**src/core_flags_map.svh**
```systemverilog
// Named constants of the flag register and data address former.
`ifndef CORE_FLAGS_MAP_SVH
`define CORE_FLAGS_MAP_SVH
`define FLAG_NEG 3'h4
`define FLAG_OVF 3'h3
`define FLAG_ZERO 3'h2
`define FLAG_DIGIT 3'h1
`define FLAG_CARRY 3'h0
`define FLAG_ZERO_MASK 5'h04
`define ADDR_FLAGS 12'hFA0
`define ADDR_BANK 12'hFA1
`define VIRT_TOP 7'h7C
`define VIRT_KINDS 3'h5
`define NUM_PTRS 2'h3
`define ACCESS_SPLIT 8'h60
`define ACCESS_HIGH 4'hF
`define OFFSET_MAX 8'h5F
`define OFFSET_PTR 2
`define RIDX_FLAGS 4'h0
`define RIDX_BANK 4'h1
`define RIDX_PTR0 4'h2
`define SIGN_BIT 7
`endif

```
**src/core_flags_pkg.sv**
```systemverilog
// Types shared by the flag register and data address former.
package core_flags_pkg;
    typedef enum logic [3:0] {
        OP_NOP = 4'h0,
        OP_ADD_WORKING_FILE_OP = 4'h1,
        OP_ADD_LITERAL_OP = 4'h2,
        OP_SUB_WORKING_FILE_OP = 4'h3,
        OP_SUB_LITERAL_OP = 4'h4,
        OP_ANDWF = 4'h5,
        OP_RRF = 4'h6,
        OP_RLF = 4'h7,
        OP_CLEAR_FILE_OP = 4'h8,
        OP_BCF = 4'h9,
        OP_BSF = 4'hA,
        OP_NIBBLE_SWAP_OP = 4'hB,
        OP_WORKING_TO_FILE_MOVE_OP = 4'hC,
        OP_FILE_TO_FILE_MOVE_OP = 4'hD,
        OP_JUMP = 4'hE
    } op_t;
    typedef enum logic [2:0] {
        IND_PLAIN = 3'h0,
        IND_POST_INCREMENT_OPERAND = 3'h1,
        IND_POST_DECREMENT_OPERAND = 3'h2,
        IND_PRE_INCREMENT_OPERAND = 3'h3,
        IND_POINTER_PLUS_WORKING_OPERAND = 3'h4
    } ind_kind_t;
    typedef struct packed {
        logic [4:0] flags;
        logic [3:0] bank;
        logic [2:0][11:0] ptr;
        logic [11:0] dataAddr;
        logic [7:0] resultData;
        logic fileWrite;
        logic workWrite;
        logic [19:0] progTarget;
        logic progJump;
        logic [7:0] regRdata;
        logic execDone;
    } state_t;
endpackage

```
**src/core_flags_addr.sv**
```systemverilog
// Condition flag register, data address former and pointer pairs of the core.
//
// Our own choices: the plain strobed port and the address map.
`timescale 1ns/1ps
`include "core_flags_map.svh"
// Notes on behaviour
// - Flag-altering op blocks flag destination write.
// - Clear-file on flags sets only zero.
// - Negative flag follows result sign bit.
// - Overflow flag marks signed sign-bit change.
// - Zero flag set on zero result.
// - Digit carry from low-nibble carry out.
// - Carry from most significant carry out.
// - Subtract adds complement; carry means no borrow.
// - Rotates load digit carry and carry.
// - Jump carries 20-bit program address.
// - Low opcode byte gives direct address.
// - Access bit one joins bank select.
// - Access bit zero selects access bank.
// - Full-address move ignores bank select.
// - Destination bit picks file or working.
// - Three 12-bit pointer pairs.
// - Indirect operand accesses pointed location.
// - Indirect uses full pointer, no banking.
// - Literal-offset mode only when extended enabled.
// - Pointer inc, dec, pre_increment_operand and plus-working.
// - Pointer carries across pair, flags untouched.
// - Pointer at virtual operand reads zero.
// - Small access offset adds to third pointer.
module core_flags_addr (
    input wire logic sys_clk,
    input wire logic rstn,
    input wire logic execValid,
    input wire core_flags_pkg::op_t opSel,
    input wire logic [7:0] fileAddr,
    input wire logic accessBit,
    input wire logic destBit,
    input wire logic [2:0] bitSel,
    input wire logic [11:0] longAddr,
    input wire logic [19:0] progLit,
    input wire logic [7:0] workIn,
    input wire logic [7:0] fileData,
    input wire logic extIsaEnable,
    input wire logic [3:0] regAddr,
    input wire logic [7:0] regWdata,
    input wire logic regWr,
    input wire logic regRd,
    output logic [7:0] regRdata,
    output logic [11:0] dataAddr,
    output logic [7:0] resultData,
    output logic fileWrite,
    output logic workWrite,
    output logic [19:0] progTarget,
    output logic progJump,
    output logic [7:0] flagsOut,
    output logic execDone
);
    import core_flags_pkg::*;

    state_t state_reg;
    state_t state_next;

    // Virtual operands sit in one block; slots past the third pointer are plain registers.
    function automatic logic isVirtual(input logic [11:0] a);
        isVirtual = (a[11:5] == `VIRT_TOP) && (a[4:3] < `NUM_PTRS) && (a[2:0] < `VIRT_KINDS);
    endfunction

    function automatic logic [7:0] readReg(input logic [3:0] idx, input state_t s);
        readReg = 8'h00;
        if (idx == `RIDX_FLAGS) begin
            readReg = {3'h0, s.flags};
        end else if (idx == `RIDX_BANK) begin
            readReg = {4'h0, s.bank};
        end
        for (int n = 0; n < 3; n++) begin
            if (idx == 4'(`RIDX_PTR0 + 2 * n)) begin
                readReg = s.ptr[n][7:0];
            end else if (idx == 4'(`RIDX_PTR0 + 2 * n + 1)) begin
                readReg = {4'h0, s.ptr[n][11:8]};
            end
        end
    endfunction

    logic useLong;
    logic offsetMode;
    logic [11:0] directAddr;
    logic isInd;
    logic [1:0] ptrIdx;
    ind_kind_t kind;
    logic [11:0] ptrSel;
    logic [11:0] ptrUse;
    logic [11:0] ptrAfter;
    logic [11:0] effAddr;
    logic nullAcc;
    logic [7:0] srcData;
    logic isSub;
    logic [7:0] aOp;
    logic [7:0] bOp;
    logic [8:0] sum9;
    logic [4:0] half5;

    assign useLong = (opSel == OP_FILE_TO_FILE_MOVE_OP);
    assign offsetMode = extIsaEnable && !accessBit && (fileAddr <= `OFFSET_MAX);
    always_comb begin
        if (useLong) begin
            directAddr = longAddr;
        end else if (offsetMode) begin
            directAddr = state_reg.ptr[`OFFSET_PTR] + {4'h0, fileAddr};
        end else if (accessBit) begin
            directAddr = {state_reg.bank, fileAddr};
        end else if (fileAddr >= `ACCESS_SPLIT) begin
            directAddr = {`ACCESS_HIGH, fileAddr};
        end else begin
            directAddr = {4'h0, fileAddr};
        end
    end

    assign isInd = isVirtual(directAddr);
    assign ptrIdx = directAddr[4:3];
    assign kind = ind_kind_t'(directAddr[2:0]);
    assign ptrSel = (ptrIdx == 2'h2) ? state_reg.ptr[2] : (ptrIdx[0] ? state_reg.ptr[1] : state_reg.ptr[0]);
    always_comb begin
        case (kind)
            IND_PRE_INCREMENT_OPERAND: ptrUse = ptrSel + 12'h001;
            IND_POINTER_PLUS_WORKING_OPERAND: ptrUse = ptrSel + {{4{workIn[`SIGN_BIT]}}, workIn};
            default: ptrUse = ptrSel;
        endcase
        case (kind)
            IND_POST_INCREMENT_OPERAND: ptrAfter = ptrSel + 12'h001;
            IND_POST_DECREMENT_OPERAND: ptrAfter = ptrSel - 12'h001;
            IND_PRE_INCREMENT_OPERAND: ptrAfter = ptrSel + 12'h001;
            default: ptrAfter = ptrSel;
        endcase
    end
    assign effAddr = isInd ? ptrUse : directAddr;
    assign nullAcc = isInd && isVirtual(ptrUse);

    // The flag and bank registers live here, so reads of them are served locally.
    always_comb begin
        if (nullAcc) begin
            srcData = 8'h00;
        end else if (effAddr == `ADDR_FLAGS) begin
            srcData = {3'h0, state_reg.flags};
        end else if (effAddr == `ADDR_BANK) begin
            srcData = {4'h0, state_reg.bank};
        end else begin
            srcData = fileData;
        end
    end

    assign isSub = (opSel == OP_SUB_WORKING_FILE_OP) || (opSel == OP_SUB_LITERAL_OP);
    assign aOp = (opSel == OP_ADD_WORKING_FILE_OP || opSel == OP_SUB_WORKING_FILE_OP) ? srcData : ((opSel == OP_SUB_LITERAL_OP) ? fileAddr : workIn);
    assign bOp = (opSel == OP_ADD_LITERAL_OP) ? fileAddr : ((opSel == OP_ADD_WORKING_FILE_OP) ? workIn : ~workIn);
    assign sum9 = {1'b0, aOp} + {1'b0, bOp} + {8'h00, isSub};
    assign half5 = {1'b0, aOp[3:0]} + {1'b0, bOp[3:0]} + {4'h0, isSub};

    always_comb begin
        logic [7:0] res;
        logic [4:0] fl;
        logic alters;
        logic toFile;
        logic toWork;
        res = srcData;
        fl = state_reg.flags;
        alters = 1'b0;
        toFile = 1'b0;
        toWork = 1'b0;
        state_next = state_reg;
        state_next.fileWrite = 1'b0;
        state_next.workWrite = 1'b0;
        state_next.progJump = 1'b0;
        state_next.execDone = 1'b0;
        state_next.regRdata = regRd ? readReg(regAddr, state_reg) : 8'h00;
        if (regWr) begin
            if (regAddr == `RIDX_FLAGS) begin
                state_next.flags = regWdata[4:0];
            end else if (regAddr == `RIDX_BANK) begin
                state_next.bank = regWdata[3:0];
            end
            for (int n = 0; n < 3; n++) begin
                if (regAddr == 4'(`RIDX_PTR0 + 2 * n)) begin
                    state_next.ptr[n][7:0] = regWdata;
                end else if (regAddr == 4'(`RIDX_PTR0 + 2 * n + 1)) begin
                    state_next.ptr[n][11:8] = regWdata[3:0];
                end
            end
        end
        if (execValid) begin
            case (opSel)
                OP_ADD_WORKING_FILE_OP, OP_ADD_LITERAL_OP, OP_SUB_WORKING_FILE_OP, OP_SUB_LITERAL_OP: begin
                    res = sum9[7:0];
                    alters = 1'b1;
                    fl[`FLAG_DIGIT] = half5[4];
                    fl[`FLAG_CARRY] = sum9[8];
                    fl[`FLAG_OVF] = (aOp[7] == bOp[7]) && (sum9[7] != aOp[7]);
                    toFile = (opSel == OP_ADD_WORKING_FILE_OP || opSel == OP_SUB_WORKING_FILE_OP) && destBit;
                    toWork = !toFile;
                end
                OP_ANDWF: begin
                    res = srcData & workIn;
                    alters = 1'b1;
                    toFile = destBit;
                    toWork = !destBit;
                end
                OP_RRF: begin
                    res = {state_reg.flags[`FLAG_CARRY], srcData[7:1]};
                    alters = 1'b1;
                    fl[`FLAG_CARRY] = srcData[0];
                    fl[`FLAG_DIGIT] = srcData[4];
                    toFile = destBit;
                    toWork = !destBit;
                end
                OP_RLF: begin
                    res = {srcData[6:0], state_reg.flags[`FLAG_CARRY]};
                    alters = 1'b1;
                    fl[`FLAG_CARRY] = srcData[7];
                    fl[`FLAG_DIGIT] = srcData[3];
                    toFile = destBit;
                    toWork = !destBit;
                end
                OP_CLEAR_FILE_OP: begin
                    res = 8'h00;
                    alters = 1'b1;
                    toFile = 1'b1;
                end
                OP_BCF: begin
                    res[bitSel] = 1'b0;
                    toFile = 1'b1;
                end
                OP_BSF: begin
                    res[bitSel] = 1'b1;
                    toFile = 1'b1;
                end
                OP_NIBBLE_SWAP_OP: begin
                    res = {srcData[3:0], srcData[7:4]};
                    toFile = destBit;
                    toWork = !destBit;
                end
                OP_WORKING_TO_FILE_MOVE_OP: begin
                    res = workIn;
                    toFile = 1'b1;
                end
                OP_FILE_TO_FILE_MOVE_OP: begin
                    res = fileData;
                    toFile = 1'b1;
                end
                OP_JUMP: begin
                    state_next.progTarget = progLit;
                    state_next.progJump = 1'b1;
                end
                default: begin
                    res = srcData;
                end
            endcase
            if (alters) begin
                fl[`FLAG_NEG] = res[7];
                fl[`FLAG_ZERO] = (res == 8'h00);
                if (opSel == OP_CLEAR_FILE_OP) begin
                    fl = state_reg.flags | `FLAG_ZERO_MASK;
                end
                state_next.flags = fl;
            end
            state_next.dataAddr = effAddr;
            state_next.resultData = res;
            state_next.execDone = 1'b1;
            state_next.workWrite = toWork;
            if (toFile && !nullAcc) begin
                if (effAddr == `ADDR_FLAGS) begin
                    if (!alters) begin
                        state_next.flags = res[4:0];
                    end
                end else if (effAddr == `ADDR_BANK) begin
                    state_next.bank = res[3:0];
                end else begin
                    state_next.fileWrite = 1'b1;
                end
            end
            for (int n = 0; n < 3; n++) begin
                if (isInd && ptrIdx == 2'(n)) begin
                    state_next.ptr[n] = ptrAfter;
                end
            end
        end
    end

    always_ff @(posedge sys_clk or negedge rstn) begin
        if (!rstn) begin
            state_reg <= '0;
        end else begin
            state_reg <= state_next;
        end
    end

    assign regRdata = state_reg.regRdata;
    assign dataAddr = state_reg.dataAddr;
    assign resultData = state_reg.resultData;
    assign fileWrite = state_reg.fileWrite;
    assign workWrite = state_reg.workWrite;
    assign progTarget = state_reg.progTarget;
    assign progJump = state_reg.progJump;
    assign flagsOut = {3'h0, state_reg.flags};
    assign execDone = state_reg.execDone;

    flag_block_a: assert property (@(posedge sys_clk) disable iff (!rstn)
        (execValid && opSel == OP_ADD_WORKING_FILE_OP && destBit && effAddr == `ADDR_FLAGS && !regWr)
        |=> !fileWrite && (flagsOut[`FLAG_ZERO] == (resultData == 8'h00)))
        else $error("Flag destination write was not blocked.");
    clear_flags_a: assert property (@(posedge sys_clk) disable iff (!rstn)
        (execValid && opSel == OP_CLEAR_FILE_OP && effAddr == `ADDR_FLAGS && !regWr)
        |=> flagsOut == ($past(flagsOut) | 8'h04))
        else $error("Clearing flags changed more than zero.");
    neg_sign_a: assert property (@(posedge sys_clk) disable iff (!rstn)
        (execValid && (opSel == OP_ADD_LITERAL_OP || opSel == OP_SUB_LITERAL_OP)) |=> flagsOut[`FLAG_NEG] == resultData[7])
        else $error("Negative flag does not follow sign.");
    add_carry_a: assert property (@(posedge sys_clk) disable iff (!rstn)
        (execValid && opSel == OP_ADD_LITERAL_OP)
        |=> flagsOut[`FLAG_CARRY] == (({1'b0, $past(workIn)} + {1'b0, $past(fileAddr)}) >= 9'h100))
        else $error("Add carry wrong.");
    sub_borrow_a: assert property (@(posedge sys_clk) disable iff (!rstn)
        (execValid && opSel == OP_SUB_LITERAL_OP) |=> flagsOut[`FLAG_CARRY] == ($past(fileAddr) >= $past(workIn)))
        else $error("Subtract borrow polarity wrong.");
    rotate_load_a: assert property (@(posedge sys_clk) disable iff (!rstn)
        (execValid && opSel == OP_RRF)
        |=> flagsOut[`FLAG_CARRY] == $past(srcData[0]) && flagsOut[`FLAG_DIGIT] == $past(srcData[4]))
        else $error("Rotate flag load wrong.");
    bank_join_a: assert property (@(posedge sys_clk) disable iff (!rstn)
        (execValid && accessBit && !useLong && !isInd) |=> dataAddr == {$past(state_reg.bank), $past(fileAddr)})
        else $error("Banked address wrong.");
    access_low_a: assert property (@(posedge sys_clk) disable iff (!rstn)
        (execValid && !accessBit && !extIsaEnable && !useLong && fileAddr < `ACCESS_SPLIT)
        |=> dataAddr == {4'h0, $past(fileAddr)})
        else $error("Access bank address wrong.");
    post_inc_a: assert property (@(posedge sys_clk) disable iff (!rstn)
        (execValid && isInd && ptrIdx == 2'h0 && kind == IND_POST_INCREMENT_OPERAND && !regWr)
        |=> state_reg.ptr[0] == $past(state_reg.ptr[0]) + 12'h001)
        else $error("Post-increment did not carry.");
    null_write_a: assert property (@(posedge sys_clk) disable iff (!rstn)
        (execValid && nullAcc) |=> !fileWrite && ($past(opSel) != OP_ANDWF || resultData == 8'h00))
        else $error("Virtual target was accessed.");
    ovf_sub_a: assert property (@(posedge sys_clk) disable iff (!rstn)
        (execValid && opSel == OP_SUB_LITERAL_OP)
        |=> flagsOut[`FLAG_OVF] == (($past(fileAddr[`SIGN_BIT]) != $past(workIn[`SIGN_BIT]))
            && (resultData[`SIGN_BIT] != $past(fileAddr[`SIGN_BIT]))))
        else $error("Subtract overflow flag wrong.");
    ptr_flags_a: assert property (@(posedge sys_clk) disable iff (!rstn)
        (execValid && isInd && opSel == OP_WORKING_TO_FILE_MOVE_OP && effAddr != `ADDR_FLAGS && !regWr) |=> $stable(flagsOut))
        else $error("Pointer update changed the flags.");
endmodule // core_flags_addr

```
**config.mk**
```make
export PLATFORM = sky130hd
export DESIGN_NAME = core_flags_addr
export DESIGN_NICKNAME = d
export VERILOG_FILES = /design/src/core_flags_pkg.sv /design/src/core_flags_addr.sv
export VERILOG_INCLUDE_DIRS = /design/src /design/src/src
export SDC_FILE = /design/constraint.sdc
export NUM_CORES = 1
export LEC_CHECK = 0
export BUFFER_PORTS_ARGS = -buffer_cell sky130_fd_sc_hd__buf_2
export CAP_MARGIN = 0
export CORE_AREA = 4 4 134 136
export CTS_CLUSTER_DIAMETER = 120
export DETAILED_ROUTE_END_ITERATION = 16
export DIE_AREA = 0 0 138 140
export PLACE_DENSITY = 0.82
export SYNTH_ARGS = -nofsm -noshare
export SYNTH_HDL_FRONTEND = slang
export SYNTH_SLANG_ARGS = --single-unit
```
**constraint.sdc**
```tcl
create_clock -name sys_clk -period 9.1 [get_ports sys_clk]
set_input_delay 2.73 -clock sys_clk [delete_from_list [all_inputs] [get_ports sys_clk]]
set_output_delay 2.73 -clock sys_clk [all_outputs]
set_load 0.01 [all_outputs]
```
### Yosys cells after proc, flatten, opt, wreduce, memory -nomap -nowiden

Cells that the tools add are included.

| word-level totals | value |
|---|---|
| bits in registers | 97 |
| input bits | 83 |
| output and inout port bits | 60 |
| logic and storage cells | 161 |

| operators by class | value |
|---|---|
| add/sub/neg operators | 8 |
| magnitude comparators | 8 |
| equal/unequal tests | 33 |
| multiplexer cells | 65 |
| bitwise logic cells | 5 |
| reduce and logical (&&, ||, !) cells | 29 |

Operators by type and width:

| cell | number |
|---|---|
| 8-bit 2-to-1 mux | 18 |
| 12-bit 2-to-1 mux | 10 |
| 88-bit 2-to-1 mux | 1 |
| 8-bit case mux with 10 select lines | 1 |
| 12-bit case mux with 2 select lines | 2 |
| 45-bit 2-to-1 mux | 1 |
| 4-bit 2-to-1 mux | 11 |
| 4-bit by 3-bit equality test with 1-bit output, second input constant | 8 |
| 5-bit 2-to-1 mux | 6 |
| 4-bit equality test, second input constant | 7 |
| 12-bit equality test, second input constant | 2 |
| 21-bit 2-to-1 mux | 1 |
| 8-bit AND | 2 |
| 4-bit by 2-bit equality test with 1-bit output, second input constant | 4 |
| 8-bit NOT | 2 |
| 7-bit equality test, second input constant | 2 |
| 1-bit logical AND | 14 |
| 12-bit by 1-bit adder with 12-bit output, second input constant | 1 |
| 12-bit adder | 1 |
| 12-bit by 8-bit adder with 12-bit output | 1 |
| 12-bit by 1-bit subtractor with 12-bit output, second input constant | 1 |
| 8-bit by 8-bit adder with 9-bit output | 1 |
| 9-bit by 1-bit adder with 9-bit output | 1 |
| 1-bit 2-to-1 mux | 9 |
| 32 further kinds | 41 |

### Depth between registers and ports, before layout

Gate-level depths: netlist of the first run.

| depth | value |
|---|---|
| word-level depth | 26 |
| depth in mapped cells | 42 |
| gate-level depth less buffers | 40 |

### Worst setup path after synthesis of the first run

OpenSTA, ideal clock, no wires.

| timing path | value |
|---|---|
| path type | input to register |
| start | in fileAddr[2] |
| end | reg state_reg (netlist bit flagsOut[2]) |
| setup time | 0.095 ns |
| arrival | 10.329 ns |
| data required time | 9.005 ns |
| slack | -1.325 ns |
| stages | 39 |
| path buffers | 3 |
| cells stage by stage | ha_1 > o21ai_0 > o211ai_1 > o211a_1 > or2_1 > buf_6 > buf_4 > a31oi_1 > ha_1 > a21oi_1 > o21ai_0 > or4b_2 > a41oi_1 > xnor2_1 > nor2_1 > a2111oi_0 > a21oi_1 > and4bb_1 > [... 3 more ...] > o21ai_0 > fa_1 > a21o_1 > a21oi_1 > o21bai_1 > a21oi_1 > o21bai_1 > a21oi_1 > xnor2_1 > a21oi_1 > nor2_1 > a21oi_1 > nor2_1 > o221ai_1 > o21ai_1 > nor4_1 > o2111ai_1 > o31ai_1 |

RTL lines:

| what | line | source |
|---|---|---|
| start: declaration | core_flags_addr.sv:35 | `input wire logic [7:0] fileAddr,` |
| end signal: assignment | core_flags_addr.sv:290 | `state_reg <= state_next;` |
| end: declaration | core_flags_addr.sv:60 | `state_t state_reg;` |

==> impl_metrics.py, run 1 <==
metrics = {
    "power": {
        "swShare_pct": 43.03,
        "leakage_nw": 5.805,
        "peakVddDrop_v": 0.0001110,
        "power.share.sequential_pct": 29.0,
        "p_int_mw": 1.250,
        "finalPower_mw": 2.195,
        "switchingPower_uw": 944.6,
        "p_per_area_nw_per_um2": 170.2,
        "p_clk_share_pct": 18.1,
        "p_comb_share_pct": 52.8,
    },
    "detailed_routing": {
        "drtAntennaViolNets": 0,
        "drc": 0,
        "drtIter0Drc": 1646,
        "routed_wl_um": 40230,
        "routed_via_density": 6.649,
        "vias": 11980,
        "wl_per_cell_um": 22.34,
        "dr.pass1.iters": 8,
    },
    "critical_path": {
        "r2r-end": "flagsOut[2]$_DFF_PN0_",
        "required_ps": 9360,
        "cp-end-kind": "flop",
        "reg2reg_depth": 39,
        "cp-start-kind": "input pin",
        "cpPeakStageDelay_ps": 560,
        "path_class": "in -> reg",
        "crit_top_cell": "a21oi_2",
        "arrival_ps": 9970,
        "r2r-start": "state_reg[77]$_DFF_PN0_",
        "critPathMaxFanout": 4,
        "slowest_stage": "or4b_4",
        "ff2ff_setup_slack_ps": 1190,
    },
    "place": {
        "dp_slack_ps": -1114,
        "portBuffers": 139,
        "dp_hpwl_um": 30290,
        "gp_congestion": 1.111,
        "place_inst": 1756,
    },
    "floorplan": {
        "die_w_um": 138,
        "dieArea_um2": 19320,
        "ios": 143,
        "die_height_um": 140,
        "rows": 48,
        "initial_utilization_pct": 58.73,
        "core_um2": 16940,
    },
    "layout": {
        "area_growth_pct": 29.64,
        "fillers": 1260,
        "drive_above_1_share_pct": 35.28,
        "final_common_cell": "buf_4",
        "layout_common_cells": "buf_4 (240), nand2_1 (170), buf_2 (136), nor2_1 (129), a21oi_1 (116)",
        "diodes": 0,
        "largest_register_ffs": 40,
        "multi_input_area_um2": 7142,
        "instances_no_fill": 1801,
        "nNetsFinal": 1686,
        "regArea_um2": 2427,
    },
    "clocking": {
        "clk_latency_ps": 370,
        "root_buffer": "clkbuf_16",
        "numCtsBuffers": 9,
        "cts_hold_buf": 0,
        "cts.path.max_buffers": 2,
        "htreeDepth": 3,
        "cts_tree": "done",
        "clock_sinks": 97,
        "clk_pin_slew_ps": 80,
    },
    "yosys": {
        "synth-seq-cells": 97,
        "synth.area.top_cells": "dfrtp_1 (24%), a21oi_1 (6.5%), nand2_1 (6.4%), nor2_1 (4.9%), mux2_2 (4.8%)",
        "synth_area_um2": 9947,
        "yosysSeqAreaShare_pct": 24.40,
        "ys_warn_count": 0,
        "synth.top_cell.area_share_pct": 24.40,
        "synth_top_cell_by_area": "dfrtp_1",
        "ys_async_sr_fraction_pct": 100.0,
        "synth_edf_count": 0,
        "ys.flop_type": "dfrtp_1",
        "synth.distinct_cells": 105,
        "synth.avg_cell_area_um2": 7.652,
        "synth_cells": 1300,
    },
    "global_route": {
        "antenna_found_initial": 0,
        "grt_pass1_vias": 11520,
        "grt_max_degree": 61,
        "grt-ovfl-total": 0,
        "grt_pass1_wl_um": 62560,
        "grt_usage_pct": 40.41,
    },
    "sta": {
        "final_max_slew_viol_count": 0,
        "rsz0062_at_grt": "true",
        "fin_crit_sh_pct": 106.7,
        "relSlewSlack_pct": 44.45,
        "fmax_mhz": 103.0,
        "fin_ws_ps": -607.0,
        "tightest_slew_ps": 830.9,
        "clock_skew_ps": 5.104,
        "hold_viol": 0,
        "setup_viol_count_final": 11,
        "min_period_ps": 9707,
    },
    "min_path": {
        "hp-class": "reg -> reg",
        "min_path_cells": 2,
        "min-delay-start": "progTarget[18]$_DFFE_PN0P_",
        "holdPathEnd": "progTarget[18]$_DFFE_PN0P_",
    },
    "status": {
        "violations": "negative setup slack",
        "status": "finished, violations left",
    },
    "job": {
        "drv_cap": 0,
    },
}
[power groups by stage]
stage	logic [mW]	registers [mW]	clock network, mW
6_report	1.16	0.638	0.398
5_1_grt	1.24	0.641	0.419
4_1_cts	1.11	0.628	0.399
3_5_place_dp	1.04	0.632	0
3_3_place_gp	1.02	0.629	0
2_1_floorplan	0.687	0.577	0
[final cells by class]
type,count,area share (%)
Multi-Input combinational cell,1044,55.39
Sequential cell,97,18.82
Clock inverter,7,0.6307
Timing Repair Buffer,385,20.20
Inverter,34,1.029
Clock buffer,9,1.747
Tap cell,225,2.183
[kinds of logic after synthesis]
logic type	share of synthesized area, %
mux	7.396
other cells	0.03770
flops	24.40
fa+ha+maj	4.327
compound gates	27.99
buf+inv	8.641
xor+xnor	3.170
simple gates	24.04
[cell usage after synthesis (all sizes together) (5+ instances only)]
cell type	instances
a211oi	21
nor2	132
nor4	13
a31oi	20
xnor2	30
a22o	6
a21o	9
o22ai	14
o31ai	5
mux2i	24
clkbuf	48
nand4b	5
a221oi	8
nand4	7
dfrtp	97
xor2	6
o21a	6
buf	79
nand2b	12
or3	9
and2	9
nor3	35
a311oi	5
nand3	43
o21bai	6
mux2	42
o211ai	16
o21ai	90
a21oi	131
and3	11
nor2b	24
inv	32
nand2	171
ha	28
o221ai	11
a22oi	10
[through the flow]
stage / TNS, ps / hold slack (ps) / util (%) / instance area (um2)
after floorplan: -1387 / 446.9 / - / 10150
after global placement: -4644 / 453.4 / 71.25 / 12070
after detailed placement: -8348 / 456.8 / 71.25 / 12070
after CTS: -792.3 / 476.3 / 75.38 / 12770
after global routing: -6732 / 499.8 / 76.14 / 12890
final: -3299 / 474.4 / 76.14 / 12890
[critical path, delay by kind of cell]
| kind | cells | cell delay, ps |
|---|---|---|
| buffers and inverters | 3 | 380 |
| AO/OA/AOI/OAI | 24 | 4510 |
| XOR/XNOR | 2 | 200 |
| adder cells (fa/ha/maj) | 3 | 720 |
| AND/OR/NAND/NOR | 8 | 1430 |
[routing by layer]
metal,GRT usage (%),part of all wire (%),vias up,wire length (um)
met5,0,0,-,0
li1,-,-,5253,-
met3,8.877,11,286,4490
met4,27.41,8.4,0,3372
met1,48.53,36,5492,14410
met2,65.06,45,944,17960
[worst max-delay path by stage]
stage,endpoint,cells after the start,start,slack (ps)
2_1_floorplan,flagsOut[2]$_DFF_PN0_,42,fileAddr[1],-540
3_3_place_gp,flagsOut[2]$_DFF_PN0_,41,fileAddr[0],-800
3_5_place_dp,flagsOut[2]$_DFF_PN0_,41,fileAddr[0],-1110
4_1_cts,flagsOut[2]$_DFF_PN0_,39,fileAddr[1],-370
5_1_grt,flagsOut[4]$_DFF_PN0_,42,fileAddr[1],-890
6_report,flagsOut[2]$_DFF_PN0_,40,fileAddr[1],-610
[timing repair]
| item | CTS | global route |
|---|---|---|
| setup buffers | 18 | 12 |
| resized for setup | 47 | 9 |
| pin swaps | 32 | 52 |
| setup endpoints to repair | 8 | 12 |
| gates cloned | 0 | 0 |
No activity file was read; power rests on OpenSTA's default activity.
==> run 2, diff against run 1 <==
MAX_ROUTING_LAYER = met4   (was unset)
==> run 2 against run 1 <==
  * The run still ends with negative setup slack left
  * Cell count rose by 1.1%
  * Global-route usage grew 2.5 points
  * Fmax up 2.4%
  * Non-clock buffer count up 19
  * Critical path depth up 4
  * Largest cell class unchanged
  * Highest routed layer unchanged
==> impl_metrics.py, run 2 (synthesis gave the netlist of run 1 again) <==
metrics = {
    "sta": {
        "relSlewSlack_pct": 26.62,
        "tightest_slew_ps": 1101,
        "clock_skew_ps": 21.00,
        "fin_ws_ps": -378.0,
        "hold_viol": 0,
        "fin_crit_sh_pct": 104.2,
        "setup_viol_count_final": 7,
        "final_max_slew_viol_count": 0,
        "rsz0062_at_grt": "true",
        "min_period_ps": 9478,
        "fmax_mhz": 105.5,
    },
    "critical_path": {
        "critPathMaxFanout": 4,
        "cp-endpoint": "flagsOut[4]$_DFF_PN0_",
        "cp-startpoint": "fileAddr[0]",
        "slowest_stage": "nor4_4",
        "arrival_ps": 9720,
        "reg2reg_depth": 43,
        "r2r-end": "flagsOut[4]$_DFF_PN0_",
        "crit_top_cell": "a21oi_2",
        "ff2ff_setup_slack_ps": 1440,
        "cp-start-kind": "input pin",
        "path_class": "in -> reg",
        "cpPeakStageDelay_ps": 380,
        "r2r-start": "state_reg[76]$_DFF_PN0_",
        "required_ps": 9340,
        "cp-end-kind": "flop",
    },
    "detailed_routing": {
        "wl_per_cell_um": 23.09,
        "drc": 0,
        "vias": 11940,
        "drtAntennaViolNets": 0,
        "routed_via_density": 6.558,
        "drtIter0Drc": 1306,
        "dr.pass1.iters": 8,
        "routed_wl_um": 42020,
    },
    "power": {
        "peakVddDrop_v": 0.0001375,
        "p_per_area_nw_per_um2": 171.8,
        "leakage_nw": 5.979,
    },
    "floorplan": {
        "die_height_um": 140,
        "initial_utilization_pct": 58.73,
        "rows": 48,
        "die_w_um": 138,
        "core_um2": 16940,
        "dieArea_um2": 19320,
        "ios": 143,
    },
    "layout": {
        "nNetsFinal": 1705,
        "area_growth_pct": 33.20,
        "largest_register_ffs": 40,
        "fin_util_pct": 78.23,
        "layout_common_cells": "buf_4 (251), nand2_1 (170), buf_2 (137), nor2_1 (128), a21oi_1 (110)",
        "final_common_cell": "buf_4",
        "fillers": 1196,
        "diodes": 0,
        "drive_above_1_share_pct": 38.06,
    },
    "global_route": {
        "grt-ovfl-total": 0,
        "grt_usage_pct": 42.90,
        "antenna_found_initial": 0,
        "grt_pass1_vias": 11680,
        "grt_max_degree": 85,
        "grt_pass1_wl_um": 63600,
    },
    "place": {
        "dp_slack_ps": -1117,
        "gp_congestion": 1.093,
        "portBuffers": 139,
        "dp_hpwl_um": 32240,
    },
    "clocking": {
        "cts_tree": "done",
        "numCtsBuffers": 9,
        "clk_latency_ps": 380,
        "clock_sinks": 97,
        "cts.path.max_buffers": 2,
        "htreeDepth": 3,
        "clk_pin_slew_ps": 70,
        "root_buffer": "clkbuf_16",
    },
    "status": {
        "violations": "negative setup slack",
        "status": "finished, violations left",
    },
    "min_path": {
        "hp-class": "reg -> reg",
    },
    "job": {
        "drv_cap": 0,
    },
}
==> run 2: how the worst min path moves through the flow <==
| stage | from | endpoint | cells after the start |
|---|---|---|---|
| 3_5_place_dp | progTarget[8]$_DFFE_PN0P_ | progTarget[8]$_DFFE_PN0P_ | 2 |
| 3_3_place_gp | progTarget[7]$_DFFE_PN0P_ | progTarget[7]$_DFFE_PN0P_ | 2 |
| 2_1_floorplan | progTarget[0]$_DFFE_PN0P_ | progTarget[0]$_DFFE_PN0P_ | 2 |
| 4_1_cts | progTarget[8]$_DFFE_PN0P_ | progTarget[8]$_DFFE_PN0P_ | 2 |
| 6_report | progTarget[8]$_DFFE_PN0P_ | progTarget[8]$_DFFE_PN0P_ | 2 |
| 5_1_grt | progTarget[2]$_DFFE_PN0P_ | progTarget[2]$_DFFE_PN0P_ | 2 |
==> run 2: stage by stage <==
stage               setup TNS [ps]  cell area, um2  cells  total power, mW  hold slack (ps)
floorplan                    -1387           10150   1302            1.264            446.9
global placement             -7331           12220   1778            1.686            453.6
detailed placement           -9350           12220   1778            1.709            456.7
CTS                          -1702           13020   1817            2.201            474.4
global route                 -4453           13250   1820            2.376            503.3
finish                       -1409           13250   1820            2.276            468.7
==> run 2: final cells by class <==
class                           instances  area [um2]  share of cell area (%)
Clock inverter                          7       96.34                  0.7272
Inverter                               34       132.6                   1.001
Sequential cell                        97        2427                   18.32
Multi-Input combinational cell       1044        7323                   55.27
Timing Repair Buffer                  404        2763                   20.85
Tap cell                              225       281.5                   2.125
Clock buffer                            9       225.2                   1.700
==> run 2: repair_timing <==
item	4_1_cts	5_1_grt
setup endpoints to repair	12	15
endpoints found under the hold margin	0	0
buffers inserted	25	13
pin swaps	69	44
hold buffers	0	0
gates cloned	0	0
resized for setup	57	47
==> run 2: power breakdown <==
part / leakage, nW / total, mW / internal, mW / switching (mW)
sequential: 1.21 / 0.644 / 0.515 / 0.129
combinational: 4.62 / 1.21 / 0.570 / 0.642
clock: 0.154 / 0.420 / 0.222 / 0.198
==> run 2: routing by layer <==
layer  vias up  part of all wire, %  track usage, %  routed length [um]
met5         -                    0               -                   0
met4         0                  8.2           27.87                3453
met3       273                   10           9.355                4325
met2       856                   47           69.68               19620
met1      5521                   35           47.87               14620
li1       5286                    -               -                   -
==> run 2: worst max-delay path, delay by kind of cell <==
| family | cells | cell delay, ps |
|---|---|---|
| AOI/OAI and AO/OA | 22 | 3540 |
| adders and majority gates | 5 | 1370 |
| and+or+nand+nor | 10 | 1220 |
| buffers and inverters | 5 | 580 |
| xor gates and xnor gates | 2 | 260 |
